<file path="src/rtl/cmdc_defs.vh">
// cmdc_defs.vh: register offsets, field positions, reset values for the mode block
// assumes: included by bare name from the rtl files of this block
`ifndef CMDC_DEFS_VH
`define CMDC_DEFS_VH

// byte addresses on the avalon word bus
`define CMDC_ADDR_W            8
`define CMDC_OFF_CORE_CTRL     8'h18
`define CMDC_OFF_DELAY_COMP    8'h48
`define CMDC_OFF_TX_PENDING    8'hcc
`define CMDC_OFF_CANCEL_DONE   8'hd8
`define CMDC_OFF_CANCEL_IRQ_EN 8'he4
`define CMDC_OFF_STATUS        8'hf0

// core control field positions
`define CMDC_CCR_INIT          0
`define CMDC_CCR_CCE           1
`define CMDC_CCR_ASM           2
`define CMDC_CCR_MON           5
`define CMDC_CCR_LOOP_INT      4
`define CMDC_CCR_LOOP_EXT      7
`define CMDC_CCR_RESET         32'h00000001

// delay compensation register fields
`define CMDC_TDC_FILT_LSB      0
`define CMDC_TDC_W             7
`define CMDC_TDC_RESET         32'h00000000

`define CMDC_CANCEL_IRQ_RESET  32'h00000000
`define CMDC_TX_PENDING_RESET  32'h00000000
`define CMDC_RDATA_UNMAPPED    32'h00000000

`endif

</file>
<file path="src/rtl/cmdc_delay_meas.v">
// cmdc_delay_meas.v: transmitter delay measurement with a minimum filter window
// assumes: receive pin already synchronised, start pulse at the edge it measures from
`timescale 1ns/1ps
`default_nettype none
`include "cmdc_defs.vh"

module cmdc_delay_meas (
   input  wire                   i_ref_clk,   // 20 mhz clock
   input  wire                   i_rst_b,     // async reset, active low
   input  wire                   i_start,     // pulse: measurement begins
   input  wire                   i_rx,        // synchronised receive level
   input  wire [`CMDC_TDC_W-1:0] i_filt_win,  // minimum sample point position
   output reg  [`CMDC_TDC_W-1:0] o_ssp_pos,   // measured sample point position
   output reg                    o_busy,      // measurement running
   output reg                    o_done       // pulse: measurement stopped
);

   reg [`CMDC_TDC_W-1:0] cnt_r;
   wire                  cnt_max = &cnt_r;

   // count from start; early dominant edges below the window are ignored
   always @(posedge i_ref_clk or negedge i_rst_b) begin
      if (!i_rst_b) begin
         cnt_r     <= 7'h00;
         o_ssp_pos <= 7'h00;
         o_busy    <= 1'b0;
         o_done    <= 1'b0;
      end else begin
         o_done <= 1'b0;
         if (i_start) begin
            cnt_r  <= 7'h00;
            o_busy <= 1'b1;
         end else if (o_busy) begin
            // stop at or past the window with the pin low, or at the count limit with the pin still high
            if ((cnt_r >= i_filt_win) && !i_rx) begin
               o_ssp_pos <= cnt_r;
               o_busy    <= 1'b0;
               o_done    <= 1'b1;
            end else if (cnt_max) begin
               // saturate rather than wrap so a stuck bus cannot look short
               o_ssp_pos <= cnt_r;
               o_busy    <= 1'b0;
               o_done    <= 1'b1;
            end else begin
               cnt_r <= cnt_r + 7'h01;
            end
         end
      end
   end

endmodule // cmdc_delay_meas
`default_nettype wire

</file>
<file path="src/rtl/cmdc_mode_ctrl.v">
// cmdc_mode_ctrl.v: operating modes and delay compensation control of the can controller
// assumes: avalon-mm slave on i_ref_clk, protocol engine attached on the proto ports
`timescale 1ns/1ps
`default_nettype none
`include "cmdc_defs.vh"

module cmdc_mode_ctrl (
   input  wire                    i_ref_clk,        // 20 mhz clock
   input  wire                    i_rst_b,          // async reset, active low
   // avalon-mm slave
   input  wire [`CMDC_ADDR_W-1:0] i_avs_address,    // byte address
   input  wire                    i_avs_read,       // read strobe
   input  wire                    i_avs_write,      // write strobe
   input  wire [31:0]             i_avs_writedata,  // write data
   input  wire [3:0]              i_avs_byteenable, // byte lanes
   output reg  [31:0]             o_avs_readdata,   // read data
   output wire                    o_avs_waitrequest,// stall
   // can pins
   input  wire                    i_can_receive_pin,// bus level from transceiver
   output reg                     o_can_tx,         // bus drive, 1 = recessive
   // protocol engine side
   input  wire                    i_proto_tx,       // engine transmit level
   input  wire                    i_proto_tx_start, // engine wants a frame start
   input  wire                    i_proto_tx_dom_req,// bit is ack/error/overload flag
   input  wire                    i_proto_err_inc,  // engine error counter increment
   input  wire                    i_proto_bus_idle, // engine saw bus idle
   input  wire                    i_proto_err_event,// pulse: error or overload seen
   input  wire                    i_proto_meas_start,// pulse: delay measurement start
   input  wire                    i_fetch_underrun, // pulse: tx handler late
   input  wire [31:0]             i_tx_request_set, // pulse per buffer: request added
   input  wire [31:0]             i_tx_request_clr, // pulse per buffer: sent or cancelled
   input  wire [31:0]             i_cancel_done,    // pulse per buffer: cancel finished
   output wire                    o_proto_rx,       // receive level seen by engine
   output wire                    o_proto_tx_allow, // engine may start a frame
   output wire                    o_proto_err_inc_en,// error counters may count
   output wire                    o_proto_hold_sync,// engine waits for bus idle
   output wire [`CMDC_TDC_W-1:0]  o_ssp_pos,        // measured sample point
   output wire                    o_cancel_irq      // cancel-done interrupt level
);

   // avalon transfers answer in one wait cycle: waitrequest drops the cycle after
   reg          ack_r;
   wire         req      = i_avs_read | i_avs_write;
   wire         wr_go    = i_avs_write & ack_r;

   reg  [31:0]  core_ctrl_r;
   reg  [31:0]  core_ctrl_nxt;
   reg  [31:0]  delay_comp_r;
   reg  [31:0]  tx_request_pending_reg_r;
   reg  [31:0]  cancel_done_r;
   reg  [31:0]  tx_buffer_cancel_done_irq_enable_r;
   reg          hold_sync_r;
   reg  [2:0]   rx_sync_r;
   reg          rx_level_r;
   wire         meas_busy;

   wire restricted_op_bit = core_ctrl_r[`CMDC_CCR_ASM];
   wire listen_only_bit   = core_ctrl_r[`CMDC_CCR_MON];
   wire config_change_enable = core_ctrl_r[`CMDC_CCR_CCE];
   wire init_bit          = core_ctrl_r[`CMDC_CCR_INIT];

   // byte-lane merge used by every writable register
   function [31:0] merge_be;
      input [31:0] old_v;
      input [31:0] new_v;
      input [3:0]  be;
      integer      k;
      begin
         merge_be = old_v;
         for (k = 0; k < 4; k = k + 1) begin
            if (be[k]) begin
               merge_be[k*8 +: 8] = new_v[k*8 +: 8];
            end
         end
      end
   endfunction

   function sel;
      input [`CMDC_ADDR_W-1:0] a;
      input [`CMDC_ADDR_W-1:0] off;
      begin
         sel = (a == off);
      end
   endfunction

   // one wait state per access; trades a cycle for registered read data
   always @(posedge i_ref_clk or negedge i_rst_b) begin
      if (!i_rst_b) begin
         ack_r <= 1'b0;
      end else begin
         ack_r <= req & ~ack_r;
      end
   end
   assign o_avs_waitrequest = req & ~ack_r;

   // receive pin crossing: three stages, change accepted when last two agree
   always @(posedge i_ref_clk or negedge i_rst_b) begin
      if (!i_rst_b) begin
         rx_sync_r  <= 3'b111;
         rx_level_r <= 1'b1;
      end else begin
         rx_sync_r <= {rx_sync_r[1:0], i_can_receive_pin};
         if (rx_sync_r[1] == rx_sync_r[2]) begin
            rx_level_r <= rx_sync_r[2];
         end
      end
   end

   // core control next value: software writes gated, hardware sets restricted mode
   always @* begin
      core_ctrl_nxt = core_ctrl_r;
      if (wr_go && sel(i_avs_address, `CMDC_OFF_CORE_CTRL)) begin
         core_ctrl_nxt = merge_be(core_ctrl_r, i_avs_writedata, i_avs_byteenable);
         // setting only allowed when cce and init are both already one
         if (core_ctrl_nxt[`CMDC_CCR_ASM] && !restricted_op_bit &&
             !(config_change_enable && init_bit)) begin
            core_ctrl_nxt[`CMDC_CCR_ASM] = 1'b0;
         end
         // clearing accepted unless a fetch underrun sets the bit in the same cycle
      end
      // late fetch forces restricted mode, winning over a clear the same cycle
      if (i_fetch_underrun) begin
         core_ctrl_nxt[`CMDC_CCR_ASM] = 1'b1;
      end
   end

   // core control register; only software ever clears the restricted bit
   always @(posedge i_ref_clk or negedge i_rst_b) begin
      if (!i_rst_b) begin
         core_ctrl_r <= `CMDC_CCR_RESET;
      end else begin
         core_ctrl_r <= core_ctrl_nxt;
      end
   end

   // delay compensation register and cancel-done enables
   always @(posedge i_ref_clk or negedge i_rst_b) begin
      if (!i_rst_b) begin
         delay_comp_r                       <= `CMDC_TDC_RESET;
         tx_buffer_cancel_done_irq_enable_r <= `CMDC_CANCEL_IRQ_RESET;
      end else if (wr_go) begin
         if (sel(i_avs_address, `CMDC_OFF_DELAY_COMP)) begin
            delay_comp_r <= merge_be(delay_comp_r, i_avs_writedata, i_avs_byteenable)
                            & {25'h0, 7'h7f};
         end
         if (sel(i_avs_address, `CMDC_OFF_CANCEL_IRQ_EN)) begin
            tx_buffer_cancel_done_irq_enable_r <= merge_be(tx_buffer_cancel_done_irq_enable_r,
                                                  i_avs_writedata, i_avs_byteenable);
         end
      end
   end

   // pending requests; monitoring mode holds them at reset value
   always @(posedge i_ref_clk or negedge i_rst_b) begin
      if (!i_rst_b) begin
         tx_request_pending_reg_r <= `CMDC_TX_PENDING_RESET;
      end else if (listen_only_bit) begin
         tx_request_pending_reg_r <= `CMDC_TX_PENDING_RESET;
      end else begin
         tx_request_pending_reg_r <= (tx_request_pending_reg_r & ~i_tx_request_clr)
                                     | i_tx_request_set;
      end
   end

   // cancel-done flags: write one to clear, a new event wins over the clear
   always @(posedge i_ref_clk or negedge i_rst_b) begin
      if (!i_rst_b) begin
         cancel_done_r <= 32'h00000000;
      end else begin
         if (wr_go && sel(i_avs_address, `CMDC_OFF_CANCEL_DONE)) begin
            cancel_done_r <= (cancel_done_r & ~merge_be(32'h00000000, i_avs_writedata,
                             i_avs_byteenable)) | i_cancel_done;
         end else begin
            cancel_done_r <= cancel_done_r | i_cancel_done;
         end
      end
   end

   // interrupt only for completed buffers whose enable is set
   assign o_cancel_irq = |(cancel_done_r & tx_buffer_cancel_done_irq_enable_r);

   // restricted mode error/overload: hold off until the bus goes idle
   always @(posedge i_ref_clk or negedge i_rst_b) begin
      if (!i_rst_b) begin
         hold_sync_r <= 1'b0;
      end else if (!restricted_op_bit || i_proto_bus_idle) begin
         hold_sync_r <= 1'b0;
      end else if (i_proto_err_event) begin
         hold_sync_r <= 1'b1;
      end
   end
   assign o_proto_hold_sync = hold_sync_r;

   // no frame starts in restricted or monitoring mode
   assign o_proto_tx_allow = ~restricted_op_bit & ~listen_only_bit;
   assign o_proto_err_inc_en = ~restricted_op_bit;

   // monitoring: required dominant bits seen internally, bus stays recessive
   assign o_proto_rx = rx_level_r &
                       ~(listen_only_bit & i_proto_tx_dom_req & ~i_proto_tx);

   // tx pin: restricted mode may still drive ack but never error/overload flags
   always @(posedge i_ref_clk or negedge i_rst_b) begin
      if (!i_rst_b) begin
         o_can_tx <= 1'b1;
      end else if (listen_only_bit) begin
         o_can_tx <= 1'b1;
      end else if (restricted_op_bit && (hold_sync_r || i_proto_err_event)) begin
         o_can_tx <= 1'b1;
      end else if (restricted_op_bit && !i_proto_tx_dom_req) begin
         o_can_tx <= 1'b1;
      end else begin
         o_can_tx <= i_proto_tx;
      end
   end

   // transmitter delay measurement
   cmdc_delay_meas u_meas (
      .i_ref_clk  (i_ref_clk),
      .i_rst_b    (i_rst_b),
      .i_start    (i_proto_meas_start),
      .i_rx       (rx_level_r),
      .i_filt_win (delay_comp_r[`CMDC_TDC_FILT_LSB +: `CMDC_TDC_W]),
      .o_ssp_pos  (o_ssp_pos),
      .o_busy     (meas_busy),
      .o_done     ()
   );

   // read data registered in the wait cycle so it already stands at the accepting edge
   always @(posedge i_ref_clk or negedge i_rst_b) begin
      if (!i_rst_b) begin
         o_avs_readdata <= 32'h00000000;
      end else if (i_avs_read && !ack_r) begin
         case (i_avs_address)
            `CMDC_OFF_CORE_CTRL:     o_avs_readdata <= core_ctrl_r;
            `CMDC_OFF_DELAY_COMP:    o_avs_readdata <= delay_comp_r;
            `CMDC_OFF_TX_PENDING:    o_avs_readdata <= tx_request_pending_reg_r;
            `CMDC_OFF_CANCEL_DONE:   o_avs_readdata <= cancel_done_r;
            `CMDC_OFF_CANCEL_IRQ_EN: o_avs_readdata <= tx_buffer_cancel_done_irq_enable_r;
            `CMDC_OFF_STATUS:        o_avs_readdata <= {24'h000000, meas_busy,
                                                        o_ssp_pos};
            default:                 o_avs_readdata <= `CMDC_RDATA_UNMAPPED;
         endcase
      end
   end

endmodule // cmdc_mode_ctrl
`default_nettype wire

</file>
<file path="config.mk">
export PLATFORM = sky130hd
export DESIGN_NAME = cmdc_mode_ctrl
export DESIGN_NICKNAME = d
export VERILOG_FILES = /design/src/rtl/cmdc_delay_meas.v /design/src/rtl/cmdc_mode_ctrl.v
export VERILOG_INCLUDE_DIRS = /design/src /design/src/rtl
export SDC_FILE = /design/constraint.sdc
export NUM_CORES = 1
export LEC_CHECK = 0
export BUFFER_PORTS_ARGS = -buffer_cell sky130_fd_sc_hd__buf_4
export CAP_MARGIN = 20
export CORE_MARGIN = 2
export CORE_UTILIZATION = 58
export DETAILED_ROUTE_END_ITERATION = 6
export HOLD_SLACK_MARGIN = 0.06
export PLACE_DENSITY_LB_ADDON = 0.08
export SETUP_SLACK_MARGIN = 0.02
export SLEW_MARGIN = 30
export SYNTH_ARGS = -nofsm -noshare
export SYNTH_HDL_FRONTEND = slang
export SYNTH_SLANG_ARGS = --single-unit
</file>
<file path="constraint.sdc">
create_clock -name i_ref_clk -period 6.8 [get_ports i_ref_clk]
set_input_delay 1.7 -clock i_ref_clk [delete_from_list [all_inputs] [get_ports i_ref_clk]]
set_output_delay 1.7 -clock i_ref_clk [all_outputs]
set_load 0.05 [all_outputs]
</file>
# Word-level counts from Yosys, hierarchy flattened
# Index checks and enable logic that the tools add are counted.
classes:
  muxes: 31
  magnitude_cmp: 1
  n_reduce_logical: 33
  n_eq_ne: 10
  addsub: 1
  bitwise_logic: 21
ops:
  columns: ["op", "n"]
  rows:
  - ["case mux 32 bit (6 select lines)", 1]
  - ["bitwise AND 32 bit", 3]
  - ["OR 32 bit", 3]
  - ["two-way mux 8 bit", 10]
  - ["two-way mux 32 bit", 2]
  - ["NOT 32 bit", 2]
  - ["two-way mux 7 bit", 6]
  - ["equality test 8 bit (second input constant)", 4]
  - ["OR reduction 32 bit", 1]
  - ["AND reduction 3 bit", 7]
  - ["two-way mux 1 bit", 11]
  - ["logical AND 1 bit", 9]
  - ["equality test 8 x 5 -> 1 bit (second input constant)", 1]
  - ["equality test 8 x 7 -> 1 bit (second input constant)", 1]
  - ["AND reduction 2 bit", 4]
  - ["nonzero test 2 bit", 4]
  - ["adder 7 x 1 -> 7 bit (second input constant)", 1]
  - ["greater-or-equal comparator 7 bit", 1]
  - ["AND reduction 7 bit", 1]
  - ["bitwise AND 1 bit", 6]
  - ["!= test 2 bit (second input constant)", 3]
  - ["NOT 1 bit", 6]
  - ["logical NOT 1 bit", 5]
  - ["two-way mux 3 bit", 1]
  - ["other kinds (3)", 4]
word_totals:
  elab_cells: 118
  regBits: 189
  input_bits: 153

# Logic depth before layout (Yosys ltp)
logic_depth:
  depth_word: 8
  mapped_depth: 7
  ltp_nobuf: 7

# Cells and area by module
# From an unflattened synthesis, not the netlist that was laid out.
hier_totals:
  cells_unflattened: 788
  area_unflattened_um2: 8902.3
modules_own_cells:
  columns: ["mod", "instances", "area_per_inst_um2", "cells_per_inst", "seq_area_each_um2"]
  rows:
  - ["cmdc_mode_ctrl", 1, 7975.1, 705, 4361.7]
  - ["cmdc_delay_meas", 1, 927.1, 83, 400.4]

# Worst setup path after synthesis
# OpenSTA, ideal clock, no wires.
synth_path:
  kind: "input port to output port"
  from: "in i_avs_write"
  to: "out o_avs_waitrequest"
  setup_slack_ns: 2.703
  required_time_ns: 5.100
  path_stages: 2
  arrival_time_ns: 2.397
  cell_sequence: "nor2_1 > nor2_1"
synth_between:
  elab_chain_cells: 2
synth_lines:
  columns: ["item", "line", "rtl"]
  rows:
  - ["start, declared", "cmdc_mode_ctrl.v:13", "input wire i_avs_write,"]
  - ["OR 1 bit", "cmdc_mode_ctrl.v:43", "wire req = i_avs_read | i_avs_write;"]
  - ["bitwise AND 1 bit", "cmdc_mode_ctrl.v:94", "assign o_avs_waitrequest = req & ~ack_r;"]
  - ["end, declared", "cmdc_mode_ctrl.v:17", "output wire o_avs_waitrequest,"]
# No other way between the ends.

# Final worst setup path
layout_path:
  from: "in i_avs_address[3]"
  to: "reg tx_buffer_cancel_done_irq_enable_r[13]"
layout_between:
  elab_chain_cells: 2
layout_lines:
  columns: ["item", "line", "rtl"]
  rows:
  - ["start, declared", "cmdc_mode_ctrl.v:11", "input wire [`CMDC_ADDR_W-1:0] i_avs_address,"]
  - ["equality test 8 bit", "cmdc_mode_ctrl.v:82", "sel = (a == off);"]
  - ["AND reduction 3 bit (no line)", null, null]
  - ["end signal, assigned", "cmdc_mode_ctrl.v:140", "tx_buffer_cancel_done_irq_enable_r <= `CMDC_CANCEL_IRQ_RESET;"]
  - ["end signal, assigned", "cmdc_mode_ctrl.v:147", "tx_buffer_cancel_done_irq_enable_r <= merge_be(tx_buffer_cancel_done_irq_enable_r,"]
  - ["end, declared", "cmdc_mode_ctrl.v:51", "reg [31:0] tx_buffer_cancel_done_irq_enable_r;"]
# No other way between the ends.
# A chain may end at the register's enable or synchronous reset.

==> flow_summary.json <==
{
  "post_drt_via_cell_ratio": 6.01,
  "first_iter_violations": 651,
  "ir_drop_v": 0.000187,
  "n_fill_cell": 998,
  "ys_types": 53,
  "antenna_left": 0,
  "clockBufferDepth": 2,
  "drive_gt1_frac": 0.350,
  "antenna_found_initial": 0,
  "grt_use_total": 0.304,
  "fin_crit_sh": 0.630,
  "die_x_um": 125,
  "critical_path.top_delay_family": "simple AND/OR/NAND/NOR gates",
  "cts_tree": "yes",
  "antenna_cells": 0,
  "synth_xor_area_frac": 0,
  "ys_ff_latch": 189,
  "cts_hold_buf": 0,
  "dieArea_mm2": 0.0157,
  "die_h_um": 125,
  "hold_viol_final": 0,
  "start_util": 0.590,
  "cp_slowest_cell": "nor2b_2",
  "ctsRootBufferMaster": "clkbuf_16",
  "synth_edf_count": 0,
  "grt_pass1_vias": 7161,
  "post_cts_buffers": 0,
  "ys.flop_type": "dfrtp_1",
  "cp.buffers_inverters": 1,
  "netlist_instances": 768,
  "synth-simple-area-share": 0.114,
  "maxCapViolations": 0,
  "p_total_mw": 2.49,
  "grt.overflow.total": 0,
  "hp-class": "reg2reg",
  "synth-warning-count": 0,
  "syn-cell-area_mm2": 0.00854,
  "synth-async-reset-ratio": 1.00,
  "remaining_drc_errors": 0,
  "fin_skew_ns": 0.00774,
  "rows": 44,
  "totalWireLength_um": 23200,
  "clock-sinks": 189,
  "powerDensity_mw_per_mm2": 231,
  "fin_hold_ws_ns": 0.357,
  "required_ns": 7.12,
  "syn-num-nets": 929,
  "fmax_mhz": 233,
  "leakage_nw": 5.08,
  "slew_headroom": 0.356,
  "h-tree-depth": 4,
  "synth-compound-area-share": 0.175,
  "insertion_delay_ns": 0.43,
  "yosysSeqAreaShare": 0.555,
  "area_growth_pct": 26.6,
  "worst_setup_path_end_kind": "register",
  "syn_area_per_cell_um2": 11.1,
  "num_vias": 6906,
  "ios": 199,
  "crit_fanout": 17,
  "routedWlPerCell_um": 20.2,
  "grt_pass1_wl_um": 37200,
  "cts.clk_slew.worst_paths_ns": 0.07,
  "core_mm2": 0.0145,
  "cts_buffers": 17,
  "gp_congestion": 0.861,
  "fin_tns_setup_ns": 0,
  "cts_resized": 0,
  "muxShareOfSynthArea": 0.105,
  "hpwl_um": 16000,
  "synth_top_family_by_area": "compound AO/OA/AOI/OAI gates",
  "worst_slew_pin_slew_ns": 0.965,
  "crit_type": "in2reg",
  "grt_max_degree": 85,
  "setup_violations": 0,
  "numPortBuffers": 196,
  "rsz0062_at_grt": "no",
  "status": "completed",
  "slew_violations": 0,
  "finalWorstPathRequiredPeriod_ns": 4.28,
  "synthAdderAreaFrac": 0.0129,
  "worstSetupStartpointType": "input port",
  "firstDrtPassIters": 5,
  "cp.arrival_ns": 4.60,
  "crit_chain": "buf_4 > nor4b_1 > nand3_1 > nor2b_2 > nand2b_1 > mux2_2",
  "max_stage_delay_ns": 0.95,
  "nNetsFinal": 1113
}
[cell families after synthesis]
logic type / Yosys count
buffers and inverters: 84
adders and majority gates: 9
DFF: 189
muxes: 80
and+or+nand+nor: 190
AOI/OAI and AO/OA: 216
[final cells by class]
cell class              count  area [µm²]  area share
clock inverters             9         135      0.0125
repair buffers            203        1550       0.144
inverters                  46         173      0.0160
well taps                 184         230      0.0213
clock buffers              23         478      0.0442
multi-input cells         495        3500       0.324
flip-flops and latches    189        4740       0.438
[metrics by stage]
stage / std cells / util / area, µm² / setup slack, ns
final: 1149 / 0.746 / 10800 / 2.52
after global routing: 1149 / 0.746 / 10800 / 2.45
after CTS: 1149 / 0.746 / 10800 / 2.59
after detailed placement: 1117 / 0.704 / 10200 / 2.14
after global placement: 1116 / 0.702 / 10200 / 2.25
after floorplan: 768 / - / 8540 / 2.70
[worst paths after layout]
check | start | cells after the start | endpoint | slack [ns]
max | i_avs_address[3] | 6 | tx_buffer_cancel_done_irq_enable_r[13] | 2.52
min reg2reg | rx_sync_r[0] | 0 | rx_sync_r[1] | 0.36
min in group asynchronous | i_rst_b | 1 | o_avs_readdata[30] | 1.20
max reg2reg | u_meas.cnt_r[0] | 7 | u_meas.o_ssp_pos[3] | 4.30
max in group asynchronous | i_rst_b | 2 | o_avs_readdata[22] | 4.52
min | rx_sync_r[0] | 0 | rx_sync_r[1] | 0.36
[cells in the final DEF, fill, tap and decap left out, types with 9 or more instances in the layout]
master     count
a221oi_1      22
a21o_1        33
nand2b_1       9
a21oi_1       41
buf_4        200
nand2_1       67
o21ai_0       30
inv_1         46
nor2_1        64
a22oi_1       56
dfrtp_1      183
mux2_2        77
clkbuf_16     17
[Yosys cell counts (2+ instances only)]
library cell  instances  share of area
o22ai_1               8         0.0059
nor3_2                4         0.0047
a21oi_1              41          0.024
mux2_2               77           0.10
nor2b_1               8         0.0059
and2_1                2         0.0015
nor4b_1               2         0.0021
nor2_8                4         0.0094
nor2_1               64          0.028
nand3_1               7         0.0041
a22oi_1              56          0.049
a211oi_1              3         0.0026
nand4b_1              2         0.0021
buf_2                 4         0.0023
o2bb2ai_1             2         0.0021
nand2b_1             10         0.0073
inv_1                46          0.020
nor3b_1               2         0.0018
mux2_1                2         0.0026
and3_1                4         0.0029
clkbuf_1             29          0.013
nand4_1               5         0.0037
dfrtp_1             183           0.54
buf_1                 4         0.0018
a21o_1               33          0.029
o21a_1                2         0.0018
nand2_1              67          0.029
nor3b_2               2         0.0029
dfstp_2               6          0.018
o21ai_1               2         0.0012
ha_1                  8          0.012
a221oi_1             22          0.023
o21ai_0              30          0.018
a22o_1                8         0.0082
[state kept, by name, indices dropped and copies added (netlist names), 7 cells and up]
register                            count
cancel_done_r                          32
core_ctrl_r                            32
o_avs_readdata                         32
tx_buffer_cancel_done_irq_enable_r     32
tx_request_pending_reg_r               32
delay_comp_r                            7
u_meas.cnt_r                            7
u_meas.o_ssp_pos                        7
[per-layer routing]
layer | share of wire | global-route usage
met5 | 0 | 0
met4 | 0.024 | 0.110
met3 | 0.072 | 0.0702
met2 | 0.49 | 0.492
met1 | 0.42 | 0.409
[worst reg2reg max path: stages (launching register included)]
cell and delay, ns:
dfrtp_1 0.42, inv_1 0.10, ha_1 0.26, nand2b_1 0.15, a2111oi_2 0.40, o32ai_2 0.24, o21ai_2 0.43, mux2_2 0.39
[power breakdown]
part / total (mW) / internal, mW / leakage, nW / switching [mW]
Combinational: 0.277 / 0.120 / 2.46 / 0.157
Clock: 1.03 / 0.609 / 0.290 / 0.419
Sequential: 1.19 / 1.16 / 2.33 / 0.0317
Total: 2.49 / 1.89 / 5.08 / 0.608
(Power assumes the default switching activity.)
